`src/msor_pkg.sv`:
```
package msor_pkg;
  localparam int NUM_REGS = 5;
  localparam logic [7:0] OFS_SPEED_DETECT_REVERSE = 8'h23;
  localparam logic [7:0] OFS_OPENLOOP_CURRENT_BRAKE = 8'h24;
  localparam logic [7:0] OFS_STARTUP_ACCELERATION = 8'h25;
  localparam logic [7:0] OFS_LOOP_HANDOVER_ALIGN = 8'h26;
  localparam logic [7:0] OFS_FAULT_SURGE_ENABLE = 8'h27;
  localparam logic [7:0] OPT_BASE = OFS_SPEED_DETECT_REVERSE;
  localparam logic [2:0] IDX_SPEED = 3'h0;
  localparam logic [2:0] IDX_CURRENT = 3'h1;
  localparam logic [2:0] IDX_ACCEL = 3'h2;
  localparam logic [2:0] IDX_HANDOVER = 3'h3;
  localparam logic [2:0] IDX_FAULT = 3'h4;
  localparam logic [7:0] RST_SPEED_DETECT_REVERSE = 8'h00;
  localparam logic [7:0] RST_OPENLOOP_CURRENT_BRAKE = 8'h00;
  localparam logic [7:0] RST_STARTUP_ACCELERATION = 8'h00;
  localparam logic [7:0] RST_LOOP_HANDOVER_ALIGN = 8'h00;
  localparam logic [7:0] RST_FAULT_SURGE_ENABLE = 8'h00;
  localparam logic [7:0] UNMAPPED_READ = 8'h00;
  localparam logic [3:0] BITS_PER_BYTE = 4'h8;
  // Field positions, most significant bit of each field, plus the least significant bit of the handover field
  localparam int JUDGE_THR_MSB = 7;
  localparam int ADV_ANGLE_MSB = 5;
  localparam int SPEED_DETECT_BIT = 3;
  localparam int REVERSE_EN_BIT = 2;
  localparam int REVERSE_THR_MSB = 1;
  localparam int OL_CURRENT_MSB = 7;
  localparam int OL_RAMP_MSB = 5;
  localparam int BRAKE_TIME_MSB = 2;
  localparam int CTRL_COEF_MSB = 7;
  localparam int ACCEL2_MSB = 5;
  localparam int ACCEL1_MSB = 2;
  localparam int HANDOVER_MSB = 7;
  localparam int HANDOVER_LSB = 3;
  localparam int ALIGN_MSB = 2;
  localparam int NO_MOTOR_BIT = 7;
  localparam int LOCK_EN_MSB = 6;
  localparam int IND_SURGE_BIT = 3;
  localparam int MECH_SURGE_BIT = 2;
  localparam int MECH_MODE_BIT = 1;
  localparam int RELEASE_MODE_BIT = 0;

  typedef enum logic [2:0] {
    ST_IDLE = 3'h0,
    ST_ADDR = 3'h1,
    ST_ACK = 3'h3,
    ST_RX = 3'h2,
    ST_TX = 3'h6,
    ST_MACK = 3'h7
  } msor_state_type;

  typedef struct packed {
    logic scl_s1;
    logic scl_s2;
    logic scl_prev;
    logic sda_s1;
    logic sda_s2;
    logic sda_prev;
    msor_state_type fsm;
    logic [3:0] bit_cnt;
    logic [7:0] shift;
    logic [7:0] ptr;
    logic have_ptr;
    logic rw;
    logic sda_oe;
    logic brake_en;
    logic handover_bad;
    logic [NUM_REGS-1:0][7:0] regs;
  } msor_regs_type;
endpackage : msor_pkg

```
`src/msor_option_regs.sv`:
```
// Behaviour
// - Bits 7:6 of first register pick stationary threshold 6/3/1.6/0.8 Hz.
// - Bits 5:4 pick advance angle 30/60/90/120 degrees after position sensing.
// - Bit 3 of first register enables initial speed detection.
// - Bit 2 of first register enables reverse drive.
// - Bits 1:0 pick reverse or brake start speed 6.3/13/26/51 Hz.
// - Bits 7:6 of second register pick open-loop current 0.2 to 1.6 A.
// - Bits 5:3 pick open-loop current ramp rate, eight steps.
// - Bits 2:0 zero disables braking; others pick halving brake durations.
// - Bits 7:6 of third register pick control coefficient 0.25 to 1.
// - Bits 5:3 pick second-order start acceleration, eight steps.
// - Bits 2:0 pick first-order start acceleration, eight steps.
// - Bits 7:3 of fourth register set handover frequency; code zero invalid.
// - Align time field picks 5.3 s halving down to 0.04 s.
// - Bits 7:4 of fifth register enable four fault detections.
// - Bit 3 of fifth register enables inductive surge protection.
// - Bit 2 of fifth register enables mechanical surge protection.
// - Bit 1 limits surge to supply when 0, to 24 V when 1.
// - Bit 0 brakes on sensing release when 0, high impedance when 1.
`timescale 1ns/1ps
module msor_option_regs #(
  parameter logic [6:0] DEV_ADDR = 7'h52 // Arbitrary bus address
) (
  // Clock and reset
  input wire logic clk,
  input wire logic resetn,
  // Two-wire serial bus
  input wire logic scl_in,
  input wire logic sda_in,
  output logic sda_out,
  output logic sda_oe,
  // Speed detection and reverse options
  output logic [1:0] stationary_judge_threshold,
  output logic [1:0] post_sense_advance_angle,
  output logic initial_speed_detect_enable,
  output logic reverse_drive_enable,
  output logic [1:0] reverse_threshold,
  // Open-loop current and braking
  output logic [1:0] open_loop_current,
  output logic [2:0] open_loop_ramp_rate,
  output logic [2:0] braking_time,
  output logic braking_enable,
  // Start-up acceleration
  output logic [1:0] control_coefficient,
  output logic [2:0] start_accel_second_order,
  output logic [2:0] start_accel_first_order,
  // Loop handover and alignment
  output logic [4:0] loop_handover_threshold,
  output logic handover_code_invalid,
  output logic [2:0] alignment_duration,
  // Fault and surge options
  output logic no_motor_fault_enable,
  output logic [2:0] lock_fault_enables,
  output logic inductive_surge_enable,
  output logic mechanical_surge_enable,
  output logic mechanical_surge_mode,
  output logic sense_release_mode
);
  import msor_pkg::*;

  msor_regs_type s_reg;
  msor_regs_type s_next;
  logic scl_rise;
  logic scl_fall;
  logic bus_start;
  logic bus_stop;
  logic wr_hit;
  logic [2:0] wr_idx;
  logic tx_load;

  function automatic logic opt_hit(input logic [7:0] p);
    opt_hit = (p >= OPT_BASE) && (p <= OFS_FAULT_SURGE_ENABLE);
  endfunction : opt_hit

  function automatic logic [2:0] opt_index(input logic [7:0] p);
    logic [7:0] d;
    d = p - OPT_BASE;
    opt_index = d[2:0];
  endfunction : opt_index

  always_comb begin
    s_next = s_reg;
    wr_hit = 1'b0;
    wr_idx = opt_index(s_reg.ptr);
    tx_load = 1'b0;
    // Edges come from comparing the second and third stages of each synchroniser
    s_next.scl_s1 = scl_in;
    s_next.scl_s2 = s_reg.scl_s1;
    s_next.scl_prev = s_reg.scl_s2;
    s_next.sda_s1 = sda_in;
    s_next.sda_s2 = s_reg.sda_s1;
    s_next.sda_prev = s_reg.sda_s2;
    scl_rise = s_reg.scl_s2 & ~s_reg.scl_prev;
    scl_fall = ~s_reg.scl_s2 & s_reg.scl_prev;
    bus_start = s_reg.scl_s2 & s_reg.scl_prev & s_reg.sda_prev & ~s_reg.sda_s2;
    bus_stop = s_reg.scl_s2 & s_reg.scl_prev & ~s_reg.sda_prev & s_reg.sda_s2;
    if (bus_start) begin
      s_next.fsm = ST_ADDR;
      s_next.bit_cnt = 4'h0;
      s_next.sda_oe = 1'b0;
      s_next.have_ptr = 1'b0;
    end else if (bus_stop) begin
      s_next.fsm = ST_IDLE;
      s_next.sda_oe = 1'b0;
    end else begin
      unique case (s_reg.fsm)
        ST_IDLE: begin
          s_next.sda_oe = 1'b0;
        end
        ST_ADDR, ST_RX: begin
          if (scl_rise) begin
            s_next.shift = {s_reg.shift[6:0], s_reg.sda_s2};
            s_next.bit_cnt = s_reg.bit_cnt + 4'h1;
          end else if (scl_fall && s_reg.bit_cnt == BITS_PER_BYTE) begin
            s_next.fsm = ST_ACK;
            s_next.sda_oe = 1'b1;
            if (s_reg.fsm == ST_ADDR) begin
              // Not our address: stay off the bus until the next start
              if (s_reg.shift[7:1] != DEV_ADDR) begin
                s_next.fsm = ST_IDLE;
                s_next.sda_oe = 1'b0;
              end
              s_next.rw = s_reg.shift[0];
            end else if (!s_reg.have_ptr) begin
              s_next.ptr = s_reg.shift;
              s_next.have_ptr = 1'b1;
            end else begin
              // Writes outside the bank are acknowledged and dropped
              wr_hit = opt_hit(s_reg.ptr);
              if (wr_hit) begin
                s_next.regs[wr_idx] = s_reg.shift;
              end
              s_next.ptr = s_reg.ptr + 8'h01;
            end
          end
        end
        ST_ACK: begin
          if (scl_fall) begin
            s_next.bit_cnt = 4'h0;
            s_next.sda_oe = 1'b0;
            s_next.fsm = ST_RX;
            // Read byte fetched at the ack fall, ahead of its first bit
            if (s_reg.rw) begin
              tx_load = 1'b1;
              s_next.shift = opt_hit(s_reg.ptr) ? s_reg.regs[wr_idx] : UNMAPPED_READ;
              s_next.sda_oe = ~s_next.shift[7];
              // Pointer wraps at 8 bits; reads past the bank give zeros
              s_next.ptr = s_reg.ptr + 8'h01;
              s_next.fsm = ST_TX;
            end
          end
        end
        ST_TX: begin
          if (scl_rise) begin
            s_next.bit_cnt = s_reg.bit_cnt + 4'h1;
          end else if (scl_fall) begin
            if (s_reg.bit_cnt == BITS_PER_BYTE) begin
              s_next.sda_oe = 1'b0;
              s_next.fsm = ST_MACK;
            end else begin
              s_next.shift = {s_reg.shift[6:0], 1'b0};
              s_next.sda_oe = ~s_reg.shift[6];
            end
          end
        end
        ST_MACK: begin
          // A master acknowledge asks for the next byte
          if (scl_rise) begin
            s_next.fsm = s_reg.sda_s2 ? ST_IDLE : ST_ACK;
          end
        end
        default: begin
          s_next.fsm = ST_IDLE;
          s_next.sda_oe = 1'b0;
        end
      endcase
    end
    s_next.brake_en = |s_next.regs[IDX_CURRENT][BRAKE_TIME_MSB:0];
    s_next.handover_bad = s_next.regs[IDX_HANDOVER][HANDOVER_MSB:HANDOVER_LSB] == 5'h00;
  end

  always_ff @(posedge clk or negedge resetn) begin
    if (!resetn) begin
      s_reg <= '{scl_s1: 1'b1, scl_s2: 1'b1, scl_prev: 1'b1, sda_s1: 1'b1, sda_s2: 1'b1, sda_prev: 1'b1,
                 fsm: ST_IDLE, bit_cnt: 4'h0, shift: 8'h00, ptr: 8'h00, have_ptr: 1'b0, rw: 1'b0,
                 sda_oe: 1'b0, brake_en: 1'b0, handover_bad: 1'b1,
                 regs: {RST_FAULT_SURGE_ENABLE, RST_LOOP_HANDOVER_ALIGN, RST_STARTUP_ACCELERATION,
                        RST_OPENLOOP_CURRENT_BRAKE, RST_SPEED_DETECT_REVERSE}};
    end else begin
      s_reg <= s_next;
    end
  end

  // Open drain: the pin is only ever pulled low
  assign sda_out = 1'b0;
  assign sda_oe = s_reg.sda_oe;
  assign stationary_judge_threshold = s_reg.regs[IDX_SPEED][JUDGE_THR_MSB -: 2];
  assign post_sense_advance_angle = s_reg.regs[IDX_SPEED][ADV_ANGLE_MSB -: 2];
  assign initial_speed_detect_enable = s_reg.regs[IDX_SPEED][SPEED_DETECT_BIT];
  assign reverse_drive_enable = s_reg.regs[IDX_SPEED][REVERSE_EN_BIT];
  assign reverse_threshold = s_reg.regs[IDX_SPEED][REVERSE_THR_MSB -: 2];
  assign open_loop_current = s_reg.regs[IDX_CURRENT][OL_CURRENT_MSB -: 2];
  assign open_loop_ramp_rate = s_reg.regs[IDX_CURRENT][OL_RAMP_MSB -: 3];
  assign braking_time = s_reg.regs[IDX_CURRENT][BRAKE_TIME_MSB -: 3];
  assign braking_enable = s_reg.brake_en;
  assign control_coefficient = s_reg.regs[IDX_ACCEL][CTRL_COEF_MSB -: 2];
  assign start_accel_second_order = s_reg.regs[IDX_ACCEL][ACCEL2_MSB -: 3];
  assign start_accel_first_order = s_reg.regs[IDX_ACCEL][ACCEL1_MSB -: 3];
  assign loop_handover_threshold = s_reg.regs[IDX_HANDOVER][HANDOVER_MSB -: 5];
  assign handover_code_invalid = s_reg.handover_bad;
  assign alignment_duration = s_reg.regs[IDX_HANDOVER][ALIGN_MSB -: 3];
  assign no_motor_fault_enable = s_reg.regs[IDX_FAULT][NO_MOTOR_BIT];
  assign lock_fault_enables = s_reg.regs[IDX_FAULT][LOCK_EN_MSB -: 3];
  assign inductive_surge_enable = s_reg.regs[IDX_FAULT][IND_SURGE_BIT];
  assign mechanical_surge_enable = s_reg.regs[IDX_FAULT][MECH_SURGE_BIT];
  assign mechanical_surge_mode = s_reg.regs[IDX_FAULT][MECH_MODE_BIT];
  assign sense_release_mode = s_reg.regs[IDX_FAULT][RELEASE_MODE_BIT];
endmodule : msor_option_regs

```
`config.mk`:
```
export PLATFORM = sky130hd
export DESIGN_NAME = msor_option_regs
export DESIGN_NICKNAME = d
export VERILOG_FILES = /design/src/msor_pkg.sv /design/src/msor_option_regs.sv
export SDC_FILE = /design/constraint.sdc
export NUM_CORES = 1
export LEC_CHECK = 0
export BUFFER_PORTS_ARGS = -buffer_cell sky130_fd_sc_hd__buf_4
export CAP_MARGIN = 10
export CORE_AREA = 3 3 109 80
export DETAILED_ROUTE_END_ITERATION = 10
export DIE_AREA = 0 0 112 83
export PLACE_DENSITY_LB_ADDON = 0.2
export REMOVE_ABC_BUFFERS = 1
export SLEW_MARGIN = 20
export SYNTH_ARGS = -nofsm -noshare
export SYNTH_HDL_FRONTEND = slang
export SYNTH_SLANG_ARGS = --single-unit
```
`constraint.sdc`:
```
create_clock -name clk -period 3.1 [get_ports clk]
set_clock_uncertainty 0.1 [all_clocks]
set_input_delay 0.62 -clock clk [delete_from_list [all_inputs] [get_ports clk]]
set_output_delay 0.62 -clock clk [all_outputs]
set_load 0.02 [all_outputs]
```
==> qor.yml, run 1 <==
p_leak_nw: 2.06
rows: 27
rsz0062_at_grt: "no"
initial_core_util_pct: 54.6
io_pins: 48
ys.flop_type: "dfrtp_1"
cts-htree-levels: 3
root_buffer: "clkbuf_8"
synth_edf_count: 0
worstSetupPathType: "reg -> reg"
vias_per_cell: 6.18
syn_inst: 402
syn_area_per_cell_um2: 10.5
clock-sinks: 74
p_per_area_nw_per_um2: 478
cp_common_cell: "nor3_4"
grt-ovfl-total: 0
slew_violations: 0
yosysWarningCount: 0
ir_drop_uv: 205
slew_headroom_pct: 36.8
path_buf_inv: 0
worst_ep_required_time_ns: 3.23
vias: 3168
clk_path_buf_depth: 2
grt_pass1_vias: 2971
fin_ws_ns: 0.545
crit_slowest_cell: "or4b_4"
yosys.area.top_type: "dfrtp_1"
crit_arrival_ns: 2.69
dpl.cell_count: 498
final_common_cell: "dfrtp_1"
post_cts_buffers: 0
final_cell_mix: "dfrtp_1 (67), buf_4 (55), mux2_2 (49)"
cts_tree: "yes"
cap_viol_max_count: 0
drtAntennaViolNets: 0
ys_top_cells_by_area: "dfrtp_1 (40%), mux2_2 (13%), buf_4 (6.0%)"
drt-initial-drc-count: 252
worst_pin_slew_ns: 0.948
slowest_delay_ns: 0.55
die_y_um: 83
gp_congestion: 0.843
period_needed_ns: 2.55
cts_buffers: 9
area.growth.synth_to_final_pct: 8.17
yosysSeqAreaShare_pct: 44.0
portBuffers: 46
grt_start_max_net_pins: 75
grt_usage_pct: 22.1
hold_violations: 0
timing.setup.tns_ns: 0
syn_area_um2: 4230
synth.distinct_cells: 59
grt_pass1_wl_um: 16400
max_freq_mhz: 391
core_area_um2: 7740
worstHoldPathType: "reg -> reg"
cp-start-kind: "flop"
cp_top_family: "simple AND/OR/NAND/NOR gates"
worstSetupEndpointType: "flop"
antenna_found_initial: 0
wl_um: 10000
detailed_place_hpwl_um: 6840
postCtsHoldBufs: 0
drive_gt1_share_pct: 33.3
fin_crit_sh_pct: 82.4
clk_latency_ns: 0.34
instances_no_fill: 513
largest_reg_flops: 27
fin_nets: 415
wl_per_cell_um: 19.5
finalSetupViolCount: 0
dp_slack_ns: 0.554
drc: 0
drt_pre_antenna_iters: 5
synth-seq-cells: 74
num_antenna_cells: 0
synthArstFlopShare_pct: 100
clk_pin_slew_ns: 0.08
status: "finished clean"
dieArea_um2: 9300
cp_cell_sequence: "or4b_4 -> nor3_4 -> nand3_4 -> nor3_4 -> mux2_2"
worst-path-max-fanout: 8
ctsResizeCount: 0
yosysTopAreaCellShare_pct: 39.7
fp.dieW_um: 112
## logic make-up (layout without fill, tap and decap cells)
group | count (synthesis) | count (layout) | synth area share (%)
mux | 60 | 60 | 15.7
simple gates | 105 | 105 | 15.2
other cells | 1 | 1 | 0.0888
flops | 74 | 74 | 44.0
buf+inv | 68 | 78 | 9.30
fa+ha+maj | 3 | 3 | 0.888
xor+xnor | 5 | 5 | 1.04
compound gates | 86 | 86 | 13.7
## power breakdown
group	switching, mW	internal [mW]	total [mW]
Combinational	0.144	0.152	0.295
Clock	0.356	0.305	0.661
Sequential	0.186	1.04	1.23
## path summary, 6_finish.rpt
check / start / to / slack [ns] / depth (start not counted)
worst max-delay path: s_reg[52]$_DFFE_PN0P_ / initial_speed_detect_enable$_DFFE_PN0P_ / 0.55 / 5
worst min-delay path: s_next[72]$_DFF_PN1_ / s_next[71]$_DFF_PN1_ / 0.26 / 0
worst max register to register: s_reg[52]$_DFFE_PN0P_ / initial_speed_detect_enable$_DFFE_PN0P_ / 0.55 / 5
worst min register to register: s_next[72]$_DFF_PN1_ / s_next[71]$_DFF_PN1_ / 0.26 / 0
max in group asynchronous: resetn / control_coefficient[0]$_DFFE_PN0P_ / 1.96 / 1
min in group asynchronous: resetn / s_reg[63]$_DFFE_PN0P_ / 0.30 / 1
## routing by layer
layer,GRT usage (%),routed length [um],up-vias,part of all wire [%]
li1,-,-,1439,-
met2,31.2,4410,120,44
met5,0,0,-,0
met4,4.26,82,0,0.82
met3,4.88,702,11,7.0
met1,34.8,4840,1598,48
## final cells by class
cell class / count / area, um^2
Clock inverter: 5 / 31.3
Inverter: 8 / 30.0
Tap cell: 101 / 126
Fill cell: 654 / 3170
Sequential cell: 74 / 1860
Timing Repair Buffer: 55 / 413
Multi-Input combinational cell: 260 / 1970
Clock buffer: 10 / 138
## cells in the mapped netlist (all sizes together) (2+ instances only)
master and count:
dfrtp 67, mux2 50, buf 42, nand2 21, o21ai 20, a21oi 18
clkbuf 18, nand3 18, nor2 15, nor3 14, mux2i 10, nand2b 8
dfstp 7, inv 7, o211ai 7, a32o 6, nor2b 6, a211oi 5
a22oi 4, a31oi 4, o31ai 4, and2 3, and3 3, ha 3
nor4 3, o21a 3, o2bb2ai 3, o32a 3, xor2 3, a211o 2
and4 2, nand4 2, nand4b 2, xnor2 2
## worst register-to-register path, delay by kind of cell, from the launching register on
| family | cells | cell delay (ns) |
|---|---|---|
| and+or+nand+nor | 4 | 1.52 |
| DFF | 1 | 0.42 |
| muxes | 1 | 0.40 |
## stage by stage
stage,total power [mW],utilization (%),hold slack [ns],cell area (um^2)
after floorplan,1.37,-,0.224,3860
after global placement,1.52,56.9,0.246,4400
after detailed placement,1.53,56.9,0.247,4400
after CTS,2.19,59.1,0.258,4570
after global routing,2.29,59.1,0.257,4570
final,2.18,59.1,0.257,4570
No activity file was read; power rests on OpenSTA's default activity.
==> run 2, diff against run 1 <==
Clock period 3.1 ns to 2.6 ns, I/O delays scaled along.
==> run 2 against run 1 <==
Effect of this change: critical endpoint is now braking_time[0]$_DFF_PN0_; final area is 4.7% higher; total power up 35%; highest routed layer unchanged; fmax is 7.7% higher; largest power group unchanged.
==> qor.yml, run 2 (synthesized netlist as in run 1, its figures left out) <==
status: "finished clean"
worst_ep_required_time_ns: 2.74
slew_headroom_pct: 61.0
drtAntennaViolNets: 0
grt_start_max_net_pins: 75
clock_power_share_pct: 37.7
detailed_place_hpwl_um: 6900
clk_path_buf_depth: 2
cp_cell_sequence: "inv_1 -> ha_1 -> nand3b_1 -> nor4b_2 -> nand3_4 -> nor4_4 -> buf_4 -> mux2_2"
drc: 0
grt_pass1_vias: 3107
internal-power_mw: 2.12
die_y_um: 83
fin_nets: 426
rows: 27
p_per_area_nw_per_um2: 617
final_cell_mix: "dfrtp_1 (67), buf_4 (62), mux2_2 (49)"
grt_usage_pct: 22.7
area.growth.synth_to_final_pct: 13.3
crit_arrival_ns: 2.51
regArea_um2: 1860
wl_per_cell_um: 19.6
grt_pass1_wl_um: 16800
vias: 3227
hold_violations: 0
vias_per_cell: 6.15
power_mw: 2.95
drive_gt1_share_pct: 35.1
p_leak_nw: 2.17
cp_top_family: "simple AND/OR/NAND/NOR gates"
ctsResizeCount: 0
grt-ovfl-total: 0
worstSetupPathType: "reg -> reg"
cap_viol_max_count: 0
switching_share_pct: 28.2
max_freq_mhz: 421
cts_buffers: 9
power_frac_comb_pct: 12.9
cts-htree-levels: 3
post_cts_buffers: 0
finalSetupViolCount: 0
worst_pin_slew_ns: 0.580
fp.dieW_um: 112
slowest_delay_ns: 0.40
cp-start-kind: "flop"
wl_um: 10300
clk_pin_slew_ns: 0.07
final_common_cell: "dfrtp_1"
rsz0062_at_grt: "no"
clk_latency_ns: 0.36
portBuffers: 46
worst-path-max-fanout: 9
drt_pre_antenna_iters: 4
timing.setup.tns_ns: 0
fin_crit_sh_pct: 91.3
worstSetupEndpointType: "flop"
multiInputGateArea_um2: 1970
path_buf_inv: 2
root_buffer: "clkbuf_8"
core_area_um2: 7740
drt-initial-drc-count: 271
seq_power_share_pct: 49.4
dieArea_um2: 9300
ir_drop_uv: 424
postCtsHoldBufs: 0
gp_congestion: 0.820
initial_core_util_pct: 54.6
fillCellCount: 626
largest_reg_flops: 27
crit_slowest_cell: "dfrtp_1"
slew_violations: 0
cts_tree: "yes"
worstHoldPathType: "in -> async"
clock-sinks: 74
io_pins: 48
antenna_found_initial: 0
period_needed_ns: 2.37
power_switching_mw: 0.833
num_antenna_cells: 0
-- run 2: cell count changes in the layout (fill, tap and decap cells not counted), sizes merged --
cell	before	now
clkbuf	10	11
buf	55	66
clkinv	5	3
clkinvlp	1	0
bufinv	0	3
-- run 2: path summary, 6_finish.rpt --
path                                  startpoint                               to  slack [ns]  cells after the start
setup / recovery           s_reg[61]$_DFFE_PN0P_        braking_time[0]$_DFF_PN0_        0.23                      8
hold / removal                            resetn            s_reg[49]$_DFFE_PN0P_        0.07                      2
setup reg to reg           s_reg[61]$_DFFE_PN0P_        braking_time[0]$_DFF_PN0_        0.23                      8
hold reg to reg             s_next[69]$_DFF_PN1_             s_next[68]$_DFF_PN1_        0.26                      0
max in group asynchronous                 resetn  handover_code_invalid$_DFF_PN1_        1.96                      2
min in group clk                          scl_in             s_next[72]$_DFF_PN1_        0.17                      1
-- run 2: area by class of cell --
type | instances | area share, %
clock buffer | 11 | 3.16
multi-input combinational | 260 | 41.2
inverter | 8 | 0.627
tap | 101 | 2.64
clock inverter | 5 | 2.09
sequential | 74 | 38.9
timing repair buffer | 66 | 11.4
-- run 2: routing by layer --
metal / GRT usage, % / part of all wire [%] / vias up
met3: 6.05 / 7.4 / 16
met2: 32.7 / 43 / 124
met1: 34.2 / 48 / 1624
met5: 0 / 0 / -
met4: 5.79 / 1.1 / 0
li1: - / - / 1463
-- run 2: stage by stage --
step	area, um^2	worst slack (ns)	std cells	hold WS (ns)	util, %
CTS	4730	0.0692	522	0.0811	61.1
detailed placement	4470	0.0884	506	0.247	57.8
floorplan	3860	-0.389	342	0.124	-
global route	4790	0.0295	525	0.0860	61.9
finish	4790	0.227	525	0.0685	61.9
global placement	4470	0.145	506	0.246	57.8
-- run 2: worst register-to-register path: stages, from the launching register on --
cell      delay (ns)
dfrtp_1         0.40
inv_1           0.11
ha_1            0.15
nand3b_1        0.12
nor4b_2         0.39
nand3_4         0.22
nor4_4          0.18
buf_4           0.23
mux2_2          0.37
-- run 2: power groups by stage --
stage,Clock [mW],Combinational [mW],Sequential [mW]
2_1_floorplan,0,0.248,1.38
3_3_place_gp,0,0.369,1.46
3_5_place_dp,0,0.377,1.46
4_1_cts,1.13,0.380,1.44
5_1_grt,1.18,0.422,1.46
6_report,1.11,0.380,1.46
==> run 3, diff against run 2 <==
Settings changed: CORE_AREA 3 3 109 80 to 3 3 92 94, DIE_AREA 0 0 112 83 to 0 0 95 97.
==> run 3 against run 2 <==
Effect of this change: sequential power is essentially flat; hold slack better by 0.11 ns; non-clock buffer count decreased by 4; critical path type unchanged; register-to-register slack worse by 0.09 ns; clock power is 26% lower; fmax shrank 3.8%; first-iteration DRC count is 28% lower; critical endpoint is now stationary_judge_threshold[1]$_DFFE_PN0P_; core utilization down 1.8 points; die area is 0.87% lower; largest cell class unchanged; setup slack worse by 0.093 ns; global-route usage is 0.54 points lower.
==> qor.yml, run 3 (synthesized netlist as in run 1, its figures left out) <==
max_freq_mhz: 405
worstSetupEndpointType: "flop"
dieArea_um2: 9220
drc: 0
final_cell_mix: "dfrtp_1 (67), buf_4 (61), mux2_2 (49)"
grt_pass1_vias: 3142
finalSetupViolCount: 0
rsz0062_at_grt: "no"
rows: 32
wl_um: 9590
cp_common_cell: "nor3_4"
grt-ovfl-total: 0
antenna_found_initial: 0
worst_ep_required_time_ns: 2.74
core_area_um2: 7730
initial_core_util_pct: 54.7
crit_slowest_cell: "or4b_4"
cts-htree-levels: 3
cp-start-kind: "flop"
largest_reg_flops: 27
clk_latency_ns: 0.35
worstSetupPathType: "reg -> reg"
drt-initial-drc-count: 195
vias_per_cell: 6.02
p_leak_nw: 2.10
instances_no_fill: 522
worst-path-max-fanout: 8
worstHoldPathType: "in -> reg"
clk_path_buf_depth: 2
slew_violations: 0
gp_congestion: 0.864
grt_start_max_net_pins: 75
drtAntennaViolNets: 0
cts_tree: "yes"
fin_nets: 422
io_pins: 48
detailed_place_hpwl_um: 6490
clock-sinks: 74
clk_pin_slew_ns: 0.08
fin_crit_sh_pct: 94.9
portBuffers: 46
worst_pin_slew_ns: 0.915
area.growth.synth_to_final_pct: 9.92
path_buf_inv: 0
crit_arrival_ns: 2.60
period_needed_ns: 2.47
postCtsHoldBufs: 0
power_mw: 2.62
grt_pass1_wl_um: 16000
fp.dieW_um: 95
wl_per_cell_um: 18.4
dpl.cell_count: 506
hold_violations: 0
final_common_cell: "dfrtp_1"
slowest_delay_ns: 0.56
drive_gt1_share_pct: 34.5
drt_pre_antenna_iters: 4
ir_drop_uv: 325
grt_usage_pct: 22.2
vias: 3142
p_per_area_nw_per_um2: 564
cp_cell_sequence: "or4b_4 -> nor3_4 -> nand3_4 -> nor3_4 -> mux2_2"
timing.setup.tns_ns: 0
root_buffer: "clkbuf_8"
slew_headroom_pct: 39.0
cts_buffers: 9
status: "finished clean"
cp_top_family: "simple AND/OR/NAND/NOR gates"
cap_viol_max_count: 0
num_antenna_cells: 0
die_y_um: 97
## run 3: cell types whose count changed in the layout (fill, tap and decap cells not counted), sizes merged
cell	previous run	this run
buf	66	62
clkinvlp	0	1
clkbuf	11	9
bufinv	3	0
clkinv	3	5
inv	7	9
## run 3: path summary, 6_finish.rpt
| kind | from | end | slack (ns) | cells after the start |
|---|---|---|---|---|
| max in group asynchronous | resetn | s_reg[49]$_DFFE_PN0P_ | 1.61 | 1 |
| min | sda_in | s_next[69]$_DFF_PN1_ | 0.17 | 1 |
| min reg2reg | s_next[72]$_DFF_PN1_ | s_next[71]$_DFF_PN1_ | 0.26 | 0 |
| min in group asynchronous | resetn | sda_oe$_DFFE_PN0P_ | 0.20 | 1 |
| max | s_reg[52]$_DFFE_PN0P_ | stationary_judge_threshold[1]$_DFFE_PN0P_ | 0.13 | 5 |
| max reg2reg | s_reg[52]$_DFFE_PN0P_ | stationary_judge_threshold[1]$_DFFE_PN0P_ | 0.13 | 5 |
## run 3: where the power goes
group / total (mW) / internal, mW / switching [mW] / leakage (nW)
clock network: 0.816 / 0.353 / 0.463 / 0.0900
logic: 0.345 / 0.181 / 0.164 / 1.02
registers: 1.46 / 1.24 / 0.215 / 0.994
## run 3: metrics by stage
step | worst slack [ns] | hold WS [ns] | utilization, % | instance area, um^2
floorplan | -0.389 | 0.124 | - | 3860
global placement | 0.125 | 0.247 | 57.8 | 4470
detailed placement | 0.0984 | 0.247 | 57.8 | 4470
CTS | 0.0791 | 0.161 | 60.1 | 4640
global route | 0.00144 | 0.161 | 60.1 | 4640
finish | 0.134 | 0.175 | 60.1 | 4640
## run 3: area by class of cell
type	count	area [um^2]
clock buffer	9	124
clock inverter	7	52.6
fill	642	3080
inverter	8	30.0
multi-input combinational	260	1970
sequential	74	1860
tap	102	128
timing repair buffer	62	478
## run 3: timing repair
action                                  CTS  global route
buffers inserted                          0             0
gates resized for setup                   0             0
endpoints found under the setup margin    0             8
## run 3: layer usage
layer | part of all wire, % | vias to the layer above | global-route usage, %
li1 | - | 1460 | -
met1 | 44 | 1570 | 30.5
met2 | 49 | 91 | 35.4
met3 | 4.1 | 21 | 3.50
met4 | 2.5 | 0 | 7.99
met5 | 0 | - | 0
## run 3: worst register-to-register path: stages, from the launching register on
cell and delay [ns]:
dfrtp_1 0.41, or4b_4 0.56, nor3_4 0.21, nand3_4 0.20, nor3_4 0.49, mux2_2 0.40
